$ cat src/cbbic_pkg.sv
// constants and types shared by the bus cycle sequencer files
// assumes a single pclk domain; pin levels follow the bus side's polarity
package cbbic_pkg;
    // apb register offsets (byte addresses)
    localparam logic [11:0] CTRL_OFFSET = 12'h000;
    localparam logic [11:0] STAT_OFFSET = 12'h004;
    // control field positions and reset value
    localparam int CTRL_DC_EN_POS = 0;
    localparam int CTRL_DC_LOCK_POS = 1;
    localparam logic [1:0] CTRL_RESET = 2'h0;
    // bus status codes
    localparam logic [4:0] ST_IDLE = 5'h00;
    localparam logic [4:0] ST_INT_ACK = 5'h04;
    localparam logic [4:0] ST_EOI = 5'h06;
    localparam logic [4:0] ST_FETCH_SEQ = 5'h08;
    localparam logic [4:0] ST_FETCH_NSEQ = 5'h09;
    localparam logic [4:0] ST_DATA = 5'h0a;
    localparam logic [4:0] ST_RMW_RD = 5'h0b;
    localparam logic [4:0] ST_EA_RD = 5'h0c;
    localparam logic [1:0] ST_SLAVE_TOP = 2'h3;
    // bus width code meaning 32 bits
    localparam logic [1:0] WIDTH_32 = 2'h3;
    // pclk cycles per bus clock period
    localparam int BUS_DIV = 2;
    // double-words per aligned 16-byte block
    localparam int BLOCK_BEATS = 4;
    typedef enum logic [2:0] {
        S_IDLE = 3'b000,
        S_ILK_PRE = 3'b001,
        S_T1 = 3'b010,
        S_T2 = 3'b011,
        S_T2B = 3'b100,
        S_ILK_POST = 3'b101
    } cbbic_state_type;
endpackage

$ cat src/cbbic_burst_index.sv
// double-word index within an aligned 16-byte block, wrap-around order
// assumes load and step never coincide
`timescale 1ns/1ps
module cbbic_burst_index (
    input wire logic pclk,
    input wire logic presetn,
    input wire logic load,
    input wire logic [1:0] start_dw,
    input wire logic step,
    output logic [1:0] dw,
    output logic [1:0] steps
);
    logic [1:0] dw_reg;
    logic [1:0] steps_reg;

    // two-bit index wraps naturally inside the block
    always_ff @(posedge pclk or negedge presetn)
    begin
        if (!presetn)
        begin
            dw_reg <= 2'h0;
            steps_reg <= 2'h0;
        end
        else if (load)
        begin
            dw_reg <= start_dw;
            steps_reg <= 2'h0;
        end
        else if (step)
        begin
            dw_reg <= dw_reg + 2'h1;
            steps_reg <= steps_reg + 2'h1;
        end
    end

    assign dw = dw_reg;
    assign steps = steps_reg;
endmodule

$ cat src/cbbic_bus_divider.sv
// bus clock divider: phase enables for the sequencer
// assumes DIV is even and at least 2
`timescale 1ns/1ps
module cbbic_bus_divider #(
    parameter int DIV = cbbic_pkg::BUS_DIV
) (
    input wire logic pclk,
    input wire logic presetn,
    output logic tick_mid,
    output logic tick_end,
    output logic first_half
);
    localparam int CW = $clog2(DIV);
    localparam logic [CW-1:0] HALF = CW'(DIV / 2 - 1);
    localparam logic [CW-1:0] LAST = CW'(DIV - 1);
    logic [CW-1:0] cnt_reg;

    // free running phase counter
    always_ff @(posedge pclk or negedge presetn)
    begin
        if (!presetn)
            cnt_reg <= '0;
        else if (cnt_reg == LAST)
            cnt_reg <= '0;
        else
            cnt_reg <= cnt_reg + 1'b1;
    end

    // mid edge stands for the falling bus clock edge
    assign tick_mid = (cnt_reg == HALF);
    assign tick_end = (cnt_reg == LAST);
    assign first_half = (cnt_reg <= HALF);
endmodule

$ cat src/cbbic_sequencer.sv
// external bus cycle sequencer: bursts, waits, interlock, int cycles
// assumes core holds a request until req_ready; apb slave on pclk
`timescale 1ns/1ps
// Summary of operation
// - burst only fetches and data reads; never writes or slave cycles
// - opening cycle drives status and asserts burst request
// - burst accept is sampled at the mid edge of the second state
// - accept high ends cycle after second state, request drops at once
// - accept low with request still on enters burst phase
// - at most three burst nibbles, one data item each
// - nibble address has low bits zero, next double-word, all enables
// - fetch bursts unless address is last double-word of block
// - data bursts need cache on, unlocked, cacheable, not bit interlock
// - four double-words in wrap-around order end a data burst
// - instruction burst ends at block end or on flow change
// - accept off, retry, io or narrow width end the burst
// - bus error or cache inhibit never stop a burst
// - ready sampled each state end; inactive repeats; slave never waits
// - only values sampled in the last wait state count
// - reset terminates any cycle at once
// - interlock rises mid idle before read, falls mid idle after write
// - no other bus operation while interlocked
// - interlock released at least one clock between transactions
// - error on interlocked read skips write, drops interlock
// - cancelled interlocked read drops interlock before next cycle
// - interrupt cycles are single byte reads that never burst
// - cycle is two states, address strobe in first half of first
// - five-bit status, ack 00100, end of interrupt 00110
module cbbic_sequencer #(
    parameter int DIV = cbbic_pkg::BUS_DIV
) (
    input wire logic pclk,
    input wire logic presetn,
    input wire logic psel,
    input wire logic penable,
    input wire logic pwrite,
    input wire logic [11:0] paddr,
    input wire logic [31:0] pwdata,
    output logic [31:0] prdata,
    output logic pready,
    output logic pslverr,
    input wire logic req_valid,
    output logic req_ready,
    input wire logic [4:0] req_status,
    input wire logic [31:0] req_addr,
    input wire logic req_write,
    input wire logic [3:0] req_be_n,
    input wire logic [31:0] req_wdata,
    input wire logic req_cacheable,
    input wire logic req_bit_ilk,
    input wire logic req_interlock,
    input wire logic req_ilk_last,
    input wire logic req_cancel,
    input wire logic flow_change,
    output logic ans_valid,
    output logic [31:0] ans_data,
    output logic ans_error,
    output logic ans_retry,
    output logic bus_clock_out,
    output logic [31:0] addr_out,
    output logic [3:0] byte_enable_n,
    output logic [4:0] bus_status_code,
    output logic addr_strobe_n,
    output logic bus_write_out,
    output logic [31:0] data_out,
    input wire logic [31:0] data_in,
    input wire logic ready_n_in,
    input wire logic burst_accept_in,
    input wire logic bus_error_in,
    input wire logic bus_retry_in,
    input wire logic [1:0] bus_width_in,
    input wire logic cache_inhibit_in,
    input wire logic io_decode_in,
    output logic burst_request_out,
    output logic interlock_out
);
    cbbic_pkg::cbbic_state_type state_reg;
    logic tick_mid, tick_end, first_half;
    logic [1:0] dw, steps;
    logic [1:0] ctrl_reg;
    logic [31:0] cur_addr_reg, data_out_reg, ans_data_reg;
    logic [4:0] cur_status_reg;
    logic [3:0] cur_be_n_reg;
    logic cur_write_reg, cur_ilk_reg, cur_last_reg, cur_burst_reg;
    logic burst_request_out_on_reg, ilk_on_reg, ilk_active_reg, ilk_skip_reg;
    logic flow_pend_reg, ans_valid_reg, ans_error_reg, ans_retry_reg;
    logic s_accept_reg, s_error_reg, s_retry_reg, s_io_reg, s_cinh_reg;
    logic [1:0] s_width_reg;
    logic [31:0] prdata_reg;
    logic is_fetch, is_dread, burst_ok, slave, done, take, skip_wr;
    logic go_burst, nib_last, cancel, ilk_fail, cur_fetch;

    cbbic_bus_divider #(.DIV(DIV)) u_div (
        .pclk(pclk),
        .presetn(presetn),
        .tick_mid(tick_mid),
        .tick_end(tick_end),
        .first_half(first_half)
    );

    cbbic_burst_index u_idx (
        .pclk(pclk),
        .presetn(presetn),
        .load(take),
        .start_dw(req_addr[3:2]),
        .step(done && (state_reg != cbbic_pkg::S_T1)),
        .dw(dw),
        .steps(steps)
    );

    // burst eligibility of the request being taken
    assign is_fetch = (req_status == cbbic_pkg::ST_FETCH_SEQ) ||
        (req_status == cbbic_pkg::ST_FETCH_NSEQ);
    assign is_dread = (req_status == cbbic_pkg::ST_DATA) ||
        (req_status == cbbic_pkg::ST_RMW_RD) ||
        (req_status == cbbic_pkg::ST_EA_RD);
    // interrupt codes fall in neither class, so they never burst
    assign burst_ok = !req_write &&
        ((is_fetch && (req_addr[3:2] != 2'h3)) ||
        (is_dread && ctrl_reg[cbbic_pkg::CTRL_DC_EN_POS] &&
        !ctrl_reg[cbbic_pkg::CTRL_DC_LOCK_POS] &&
        req_cacheable && !req_bit_ilk));
    assign slave = (cur_status_reg[4:3] == cbbic_pkg::ST_SLAVE_TOP);

    // request take: a plain request waits while interlocked
    assign take = tick_end && req_valid && !skip_wr &&
        (((state_reg == cbbic_pkg::S_IDLE) &&
        (ilk_active_reg ? req_interlock : !req_interlock)) ||
        (state_reg == cbbic_pkg::S_ILK_PRE));
    // interlocked write after a failed read is answered without a cycle
    assign skip_wr = tick_end && req_valid && req_interlock && req_write &&
        ilk_skip_reg && (state_reg == cbbic_pkg::S_IDLE);
    assign req_ready = take || skip_wr;
    assign cancel = tick_end && req_cancel && (state_reg == cbbic_pkg::S_T1);

    // slave cycles ignore ready
    assign done = tick_end && (!ready_n_in || slave) &&
        ((state_reg == cbbic_pkg::S_T2) || (state_reg == cbbic_pkg::S_T2B));
    // pins active low except width and cache inhibit
    assign go_burst = burst_request_out_on_reg && !s_accept_reg && s_retry_reg &&
        s_io_reg && (s_width_reg == cbbic_pkg::WIDTH_32) &&
        !flow_pend_reg;
    // error and cache inhibit deliberately absent here
    assign nib_last = (steps == 2'h3) ||
        (cur_fetch && (dw == 2'h3)) ||
        s_accept_reg || !s_retry_reg || flow_pend_reg;
    assign ilk_fail = cur_ilk_reg && !cur_write_reg && !s_error_reg;

    // plain net, not a function, so a new latched status is seen at once
    assign cur_fetch = (cur_status_reg == cbbic_pkg::ST_FETCH_SEQ) ||
        (cur_status_reg == cbbic_pkg::ST_FETCH_NSEQ);

    // bus state machine, one state per bus clock period
    always_ff @(posedge pclk or negedge presetn)
    begin
        if (!presetn)
            state_reg <= cbbic_pkg::S_IDLE;
        else if (tick_end)
        begin
            unique case (state_reg)
                cbbic_pkg::S_IDLE:
                    if (take)
                        state_reg <= cbbic_pkg::S_T1;
                    else if (req_valid && req_interlock && !ilk_active_reg &&
                        !skip_wr)
                        state_reg <= cbbic_pkg::S_ILK_PRE;
                cbbic_pkg::S_ILK_PRE:
                    if (take)
                        state_reg <= cbbic_pkg::S_T1;
                cbbic_pkg::S_T1:
                    if (cancel)
                        state_reg <= ilk_active_reg ?
                            cbbic_pkg::S_ILK_POST : cbbic_pkg::S_IDLE;
                    else
                        state_reg <= cbbic_pkg::S_T2;
                cbbic_pkg::S_T2, cbbic_pkg::S_T2B:
                    if (done)
                    begin
                        if ((state_reg == cbbic_pkg::S_T2) ? go_burst :
                            !nib_last)
                            state_reg <= cbbic_pkg::S_T2B;
                        else if (ilk_fail || (cur_ilk_reg && cur_last_reg))
                            state_reg <= cbbic_pkg::S_ILK_POST;
                        else
                            state_reg <= cbbic_pkg::S_IDLE;
                    end
                cbbic_pkg::S_ILK_POST:
                    state_reg <= cbbic_pkg::S_IDLE;
                default:
                    state_reg <= cbbic_pkg::S_IDLE;
            endcase
        end
    end

    // cycle attributes latched at take
    always_ff @(posedge pclk or negedge presetn)
    begin
        if (!presetn)
        begin
            cur_addr_reg <= 32'h0;
            cur_status_reg <= 5'h00;
            cur_be_n_reg <= 4'hf;
            cur_write_reg <= 1'b0;
            cur_ilk_reg <= 1'b0;
            cur_last_reg <= 1'b0;
            cur_burst_reg <= 1'b0;
            data_out_reg <= 32'h0;
        end
        else if (take)
        begin
            cur_addr_reg <= req_addr;
            cur_status_reg <= req_status;
            cur_be_n_reg <= req_be_n;
            cur_write_reg <= req_write;
            cur_ilk_reg <= req_interlock;
            cur_last_reg <= req_ilk_last;
            cur_burst_reg <= burst_ok;
            data_out_reg <= req_wdata;
        end
    end

    // burst request: on from the opening state, off when the burst ends
    always_ff @(posedge pclk or negedge presetn)
    begin
        if (!presetn)
            burst_request_out_on_reg <= 1'b0;
        else if (take)
            burst_request_out_on_reg <= burst_ok;
        else if (done && ((state_reg == cbbic_pkg::S_T2) ? !go_burst :
            nib_last))
            burst_request_out_on_reg <= 1'b0;
        else if (cancel)
            burst_request_out_on_reg <= 1'b0;
    end

    // control inputs caught at the mid edge; each wait state overwrites
    always_ff @(posedge pclk or negedge presetn)
    begin
        if (!presetn)
        begin
            s_accept_reg <= 1'b1;
            s_error_reg <= 1'b1;
            s_retry_reg <= 1'b1;
            s_io_reg <= 1'b1;
            s_cinh_reg <= 1'b0;
            s_width_reg <= cbbic_pkg::WIDTH_32;
        end
        else if (tick_mid && ((state_reg == cbbic_pkg::S_T2) ||
            (state_reg == cbbic_pkg::S_T2B)))
        begin
            s_accept_reg <= burst_accept_in;
            s_error_reg <= bus_error_in;
            s_retry_reg <= bus_retry_in;
            s_cinh_reg <= cache_inhibit_in;
            // width and io decode only count in the opening cycle
            if (state_reg == cbbic_pkg::S_T2)
            begin
                s_io_reg <= io_decode_in;
                s_width_reg <= bus_width_in;
            end
        end
    end

    // pending flow change ends the fetch burst at the next nibble end
    always_ff @(posedge pclk or negedge presetn)
    begin
        if (!presetn)
            flow_pend_reg <= 1'b0;
        else if (flow_change && (state_reg != cbbic_pkg::S_IDLE))
            flow_pend_reg <= 1'b1; // set beats clear
        else if (take || (state_reg == cbbic_pkg::S_IDLE))
            flow_pend_reg <= 1'b0;
    end

    // interlock pin and transaction tracking
    always_ff @(posedge pclk or negedge presetn)
    begin
        if (!presetn)
        begin
            ilk_on_reg <= 1'b0;
            ilk_active_reg <= 1'b0;
        end
        else if (tick_mid && (state_reg == cbbic_pkg::S_ILK_PRE))
        begin
            ilk_on_reg <= 1'b1;
            ilk_active_reg <= 1'b1;
        end
        else if (tick_mid && (state_reg == cbbic_pkg::S_ILK_POST))
        begin
            // post idle always precedes the next pre idle
            ilk_on_reg <= 1'b0;
            ilk_active_reg <= 1'b0;
        end
    end

    // failed interlocked read: later writes of it are skipped
    always_ff @(posedge pclk or negedge presetn)
    begin
        if (!presetn)
            ilk_skip_reg <= 1'b0;
        else if (done && ilk_fail)
            ilk_skip_reg <= 1'b1;
        else if (skip_wr && req_ilk_last)
            ilk_skip_reg <= 1'b0;
    end

    // answers to the core, one pclk pulse per transfer
    always_ff @(posedge pclk or negedge presetn)
    begin
        if (!presetn)
        begin
            ans_valid_reg <= 1'b0;
            ans_data_reg <= 32'h0;
            ans_error_reg <= 1'b0;
            ans_retry_reg <= 1'b0;
        end
        else
        begin
            ans_valid_reg <= done || skip_wr;
            if (done)
            begin
                ans_data_reg <= data_in;
                ans_error_reg <= !s_error_reg;
                ans_retry_reg <= !s_retry_reg;
            end
            else if (skip_wr)
            begin
                ans_error_reg <= 1'b1;
                ans_retry_reg <= 1'b0;
            end
        end
    end

    // bus pins; nibbles force low bits and all byte lanes
    always_comb
    begin
        addr_out = 32'h0;
        byte_enable_n = 4'hf;
        bus_status_code = cbbic_pkg::ST_IDLE;
        if (state_reg == cbbic_pkg::S_T2B)
        begin
            addr_out = {cur_addr_reg[31:4], dw, 2'b00};
            byte_enable_n = 4'h0;
            bus_status_code = cur_status_reg;
        end
        else if ((state_reg == cbbic_pkg::S_T1) ||
            (state_reg == cbbic_pkg::S_T2))
        begin
            addr_out = cur_addr_reg;
            byte_enable_n = cur_be_n_reg;
            bus_status_code = cur_status_reg;
        end
    end

    assign addr_strobe_n = !((state_reg == cbbic_pkg::S_T1) &&
        first_half);
    assign bus_clock_out = first_half;
    assign bus_write_out = cur_write_reg &&
        ((state_reg == cbbic_pkg::S_T1) || (state_reg == cbbic_pkg::S_T2));
    assign data_out = data_out_reg;
    assign burst_request_out = !burst_request_out_on_reg;
    assign interlock_out = !ilk_on_reg;
    assign ans_valid = ans_valid_reg;
    assign ans_data = ans_data_reg;
    assign ans_error = ans_error_reg;
    assign ans_retry = ans_retry_reg;

    // apb: control register, read data caught in the setup phase
    always_ff @(posedge pclk or negedge presetn)
    begin
        if (!presetn)
            ctrl_reg <= cbbic_pkg::CTRL_RESET;
        else if (psel && penable && pwrite &&
            (paddr == cbbic_pkg::CTRL_OFFSET))
            ctrl_reg <= pwdata[1:0];
    end

    always_ff @(posedge pclk or negedge presetn)
    begin
        if (!presetn)
            prdata_reg <= 32'h0;
        else if (psel && !penable)
        begin
            if (paddr == cbbic_pkg::CTRL_OFFSET)
                prdata_reg <= {30'h0, ctrl_reg};
            else if (paddr == cbbic_pkg::STAT_OFFSET)
                prdata_reg <= {26'h0, ilk_skip_reg, burst_request_out_on_reg,
                    ilk_active_reg, state_reg};
            else
                prdata_reg <= 32'h0;
        end
    end

    assign prdata = prdata_reg;
    assign pready = psel && penable; // zero wait states
    assign pslverr = psel && penable && (paddr != cbbic_pkg::CTRL_OFFSET) &&
        (paddr != cbbic_pkg::STAT_OFFSET);
endmodule

$ cat config.mk
export PLATFORM = sky130hd
export DESIGN_NAME = cbbic_sequencer
export DESIGN_NICKNAME = d
export VERILOG_FILES = /design/src/cbbic_pkg.sv /design/src/cbbic_burst_index.sv /design/src/cbbic_bus_divider.sv /design/src/cbbic_sequencer.sv
export SDC_FILE = /design/constraint.sdc
export NUM_CORES = 1
export LEC_CHECK = 0
export BUFFER_PORTS_ARGS = -buffer_cell sky130_fd_sc_hd__buf_2
export CORE_AREA = 2 2 124 126
export DETAILED_ROUTE_END_ITERATION = 10
export DIE_AREA = 0 0 126 128
export PLACE_DENSITY = 0.75
export SLEW_MARGIN = 0
export SYNTH_ARGS = -nofsm -noshare
export SYNTH_HDL_FRONTEND = slang
export SYNTH_SLANG_ARGS = --single-unit
$ cat constraint.sdc
create_clock -name pclk -period 5.7 [get_ports pclk]
set_input_delay 1.14 -clock pclk [delete_from_list [all_inputs] [get_ports pclk]]
set_output_delay 1.14 -clock pclk [all_outputs]
set_load 0.05 [all_outputs]
=== Yosys cells after proc, flatten, opt, wreduce, memory -nomap -nowiden ===
Cells that the tools add are included.

* Flip-flop bits (word level): 163
* Logic and storage cells: 185
* Input port bits: 170
* Output and inout port bits: 148

* Bitwise operators: 1
* Equal/unequal tests: 23
* Reductions and logical operators: 93
* $lt $le $gt $ge: 1
* $add $sub $neg: 3
* Muxes and demuxes: 38

{| class="wikitable"
|+ Operator list
! cell !! number
|-
| 32-bit two-way mux || 2
|-
| 1-bit logical AND || 46
|-
| 5-bit by 4-bit equality test with 1-bit output, second input constant || 7
|-
| 3-bit two-way mux || 8
|-
| 1-bit zero test || 17
|-
| 1-bit logical OR || 17
|-
| 1-bit two-way mux || 17
|-
| 12-bit by 3-bit equality test with 1-bit output, second input constant || 1
|-
| 12-bit zero test || 1
|-
| 6-bit two-way mux || 2
|-
| 12-bit by 3-bit inequality test with 1-bit output, second input constant || 1
|-
| 3-bit one-hot mux with 4 select lines || 1
|-
| 12-bit nonzero test || 1
|-
| 5-bit two-way mux || 2
|-
| 2-bit nonzero test || 5
|-
| 2-bit equality test, second input constant || 4
|-
| 2-bit two-way mux || 4
|-
| 4-bit two-way mux || 2
|-
| 3-bit by 2-bit equality test with 1-bit output, second input constant || 2
|-
| 3-bit equality test, second input constant || 2
|-
| 2-bit inequality test, second input constant || 3
|-
| 3-bit nonzero test || 2
|-
| 2-bit by 1-bit adder with 2-bit output, second input constant || 2
|-
| 4-bit AND reduction || 1
|-
| other kinds (9) || 9
|}

=== Longest topological paths before layout ===
* Depth in word-level cells: 12
* Mapped depth: 8
* Gate-level depth less buffers: 5

=== Cells and area by module ===
From an unflattened synthesis, not the netlist that was laid out.

* Cells, all modules: 490
* Area, all modules: 6174.7 um^2

{| class="wikitable"
|+ By module, submodules not included
! module !! times used !! area each (um^2) !! cells an instance !! seq. area each (um^2)
|-
| cbbic_sequencer || 1 || 5955.7 || 471 || 3315.7
|-
| cbbic_burst_index || 1 || 182.7 || 16 || 100.1
|-
| cbbic_bus_divider || 1 || 36.3 || 3 || 25.0
|}

=== Worst setup path after synthesis ===
Ideal clock, no wire load.

* Path kind: in2out
* Start point: input port penable
* End point: output port pslverr
* Setup slack: 2.184 ns
* Arrival time: 2.376 ns
* Required time: 4.560 ns
* Cell stages on the path: 2
* Buffers on the path: 0
* Cells stage by stage: and2_1 -> nor2b_1

* Cells in the longest elaborated chain, start to end: 3

{| class="wikitable"
|+ RTL lines
! element !! RTL line !! text
|-
| start: declaration || cbbic_sequencer.sv:35 || <nowiki>input wire logic penable,</nowiki>
|-
| 1-bit logical AND (3 in series) || cbbic_sequencer.sv:396 || <nowiki>assign pslverr = psel && penable && (paddr != cbbic_pkg::CTRL_OFFSET) &&</nowiki>
|-
| end: declaration || cbbic_sequencer.sv:41 || <nowiki>output logic pslverr,</nowiki>
|}

Every way passes these cells.

=== Worst setup path in the final report ===
* Start point: register state_reg[1]
* End point: output port addr_out[17]

* Cells in the longest elaborated chain, start to end: 4
* Elaborated cells on any way between the ends: 6
* Those cells by class: 3 x eq/ne; 2 x mux; 1 x reduce/logical

{| class="wikitable"
|+ RTL lines
! element !! RTL line !! text
|-
| start: declaration || cbbic_sequencer.sv:77 || <nowiki>cbbic_pkg::cbbic_state_type state_reg;</nowiki>
|-
| start signal: assignment || cbbic_sequencer.sv:157 || <nowiki>state_reg <= cbbic_pkg::S_IDLE;</nowiki>
|-
| start signal: assignment || cbbic_sequencer.sv:163 || <nowiki>state_reg <= cbbic_pkg::S_T1;</nowiki>
|-
| start signal: assignment || cbbic_sequencer.sv:166 || <nowiki>state_reg <= cbbic_pkg::S_ILK_PRE;</nowiki>
|-
| 3-bit by 2-bit equality test with 1-bit output, on equally long branches || cbbic_sequencer.sv:346, cbbic_sequencer.sv:347 ||
|-
| 1-bit logical OR || cbbic_sequencer.sv:346 || <nowiki>else if ((state_reg == cbbic_pkg::S_T1) ||</nowiki>
|-
| 32-bit two-way mux || cbbic_sequencer.sv:346 ||
|-
| 32-bit two-way mux (*) || cbbic_sequencer.sv:340 || <nowiki>if (state_reg == cbbic_pkg::S_T2B)</nowiki>
|-
| end: declaration || cbbic_sequencer.sv:60 || <nowiki>output logic [31:0] addr_out,</nowiki>
|}

Mark *: on every way between the ends. The rest lies on a longest branch, timed or not.

==> reports/metrics.csv <==
stage,metric,value,unit
run_status,status,completed,
final_layout,fillCellCount,1327,
sta,period_needed,3.94,ns
clocking,clkSlewWorstSetupHoldPaths,0.06,ns
drt,drt-total-wl,14800,um
power_and_ir_drop,power_leakage,4.13,nW
sta,max_freq,254,MHz
logic_synthesis,synth_top_family_by_area,multiplexers,
clocking,clockBufferDepth,2,
place,place_area,0.00753,sq mm
sta,worst_slew_margin_rel,0.292,
drt,wl_per_cell,14.9,um
clocking,cts_tree,built,
setup_path,path_max_fanout,20,
drt,first_pass_iters,4,
sta,rsz0062_at_grt,false,
floorplan,die_w,126,um
power_and_ir_drop,ir_drop,0.000367,V
logic_synthesis,synth_compound_area_frac,0.0642,
setup_path,regToRegSetupSlack,2.95,ns
global_routing,grt-ovfl-total,0,
setup_path,cp.required,4.56,ns
drt,viasPerCell,4.82,
min_path,whs_endpoint,ans_data[12],
power_and_ir_drop,p_per_area,710,mW/mm^2
setup_path,crit_path_start_kind,flip-flop,
setup_path,critPathLaunch,state_reg[1],
logic_synthesis,synth_cell_types,58,
drt,drtIter0Drc,176,
logic_synthesis,yosys_warnings,0,
logic_synthesis,ys_seq_elements,137,
final_layout,stdcell_area,0.00812,sq mm
floorplan,start_util,0.416,
logic_synthesis,yosys.area_share.adder,0.00405,
clocking,insertion_delay,0.42,ns
final_layout,final_cell_mix,"259 x buf_2, 127 x dfrtp_1, 111 x nand2_1, 81 x mux2_2, 30 x nor2b_1",
sta,fin_skew,0.00713,ns
logic_synthesis,synth_simple_gate_area_frac,0.153,
floorplan,die_h,128,um
drt,vias,4800,
logic_synthesis,synthXorXnorAreaFrac,0.00425,
logic_synthesis,syn_inst,539,
floorplan,core,0.0149,sq mm
final_layout,drive_above_1_share,0.499,
setup_path,critical_path_arrival,2.80,ns
floorplan,pin_count,318,
setup_path,critPathCaptureType,primary output,
place,port_buffers,260,
min_path,hold_depth,2,
setup_path,r2r_end,data_out[1],
sta,setup_viol,0,
logic_synthesis,syn_area,0.00618,sq mm
setup_path,reg2reg_depth,5,
sta,min_period_over_period,0.691,
clocking,postCtsSetupBuffers,0,
setup_path,r2r_start,state_reg[1],
logic_synthesis,synth_edf_count,0,
global_routing,track_usage,0.187,
logic_synthesis,ys_seq_area_frac,0.557,
floorplan,die_area,0.0161,sq mm
job,cap_violations,0,
logic_synthesis,synthArstFlopShare,1.00,
final_layout,synthToLayoutAreaGrowth,31.4,%
final_layout,final_nets,966,
logic_synthesis,post_synth_mux_area_share,0.156,
setup_path,crit_type,reg2out,
clocking,htree_levels,4,
global_routing,grt_pass1_wl,23500,um
place,gp_congestion,0.831,
place,dp_hpwl,10800,um
clocking,holdBufCountCts,0,
global_routing,grt_pass1_vias,4718,
min_path,worstHoldStart,ans_data[12],
clocking,cts-root-buf,clkbuf_16,
sta,tightest_slew,1.06,ns
floorplan,rows,45,
drt,ant_nets,0,
clocking,cts_resized,0,
final_layout,final_common_cell,buf_2,
clocking,cts.sinks,137,
sta,setup_tns,0,ns
logic_synthesis,synth-main-ff-cell,dfrtp_1,
sta,hold_viol_final,0,
drt,drc,0,
clocking,cts_buffers,17,
min_path,hp-class,reg2reg,
sta,maxSlewViolCount,0,
global_routing,antenna_found_initial,1,
logic_synthesis,synth.avg_cell_area,11.5,sq um
global_routing,grt_max_degree,87,
[cell type report]
class | count | area [sq um] | area share
flip-flops and latches | 137 | 3440 | 0.424
multi-input cells | 366 | 2470 | 0.305
repair buffers | 264 | 1350 | 0.166
diodes | 1 | 2.50 | 0.000308
clock buffers | 20 | 467 | 0.0575
clock inverters | 12 | 116 | 0.0143
inverters | 8 | 30.0 | 0.00370
well taps | 188 | 235 | 0.0290
[logic make-up after synthesis]
| logic type | count (synthesis) |
|---|---|
| fa+ha+maj | 2 |
| xor+xnor | 3 |
| buf+inv | 61 |
| flops | 137 |
| other cells | 1 |
| simple gates | 200 |
| mux | 86 |
| compound gates | 49 |
[power by group]
group | internal, W | switching [W]
combinational | 0.000860 | 0.00213
clock | 0.000638 | 0.000425
sequential | 0.00145 | 0.000266
[cells in the mapped netlist (all sizes together) (3+ instances only)]
| cell | n | area (sq um) |
|---|---|---|
| and2 | 4 | 25.0 |
| nor2b | 30 | 188 |
| nor2 | 23 | 86.3 |
| and2b | 6 | 45.0 |
| dfstp | 10 | 263 |
| nand2 | 111 | 417 |
| mux2i | 4 | 40.0 |
| o31ai | 3 | 27.5 |
| mux2 | 82 | 923 |
| o211ai | 5 | 47.5 |
| a211oi | 3 | 40.0 |
| a21oi | 8 | 47.6 |
| clkbuf | 6 | 22.5 |
| o21ai | 11 | 55.1 |
| inv | 8 | 30.0 |
| buf | 47 | 322 |
| dfrtp | 127 | 3180 |
| nand3 | 8 | 40.0 |
| nor4 | 4 | 31.3 |
| a22o | 6 | 52.6 |
[stage by stage]
stage / instances / util / hold WS, ns / setup slack, ns / total power (W)
floorplan: 564 / - / 0.472 / 2.18 / 0.00406
global placement: 963 / 0.507 / 0.453 / 2.23 / 0.00469
detailed placement: 963 / 0.507 / 0.458 / 2.23 / 0.00474
CTS: 995 / 0.546 / 0.474 / 1.76 / 0.00583
global route: 996 / 0.546 / 0.490 / 1.59 / 0.00609
finish: 996 / 0.546 / 0.467 / 1.76 / 0.00577
[worst max-delay path by stage]
stage,end,slack [ns],cells past startpoint
3_3_place_gp,addr_out[17],2.23,5
6_report,addr_out[17],1.76,5
3_5_place_dp,addr_out[17],2.23,5
2_1_floorplan,pslverr,2.18,2
5_1_grt,addr_out[17],1.59,5
4_1_cts,addr_out[17],1.76,5
[per-layer routing]
metal | GRT usage | routed length, um
met4 | 0.0814 | 397
met5 | 0 | 0
met2 | 0.305 | 7240
met1 | 0.228 | 5960
met3 | 0.0609 | 1220
[worst max-delay path: stages, from the launching register on]
cell and delay, ns:
dfrtp_1 0.65, nor2b_1 0.65, nor2_2 0.33, buf_4 0.28, and2b_1 0.19, buf_2 0.25
(Power assumes the default switching activity.)
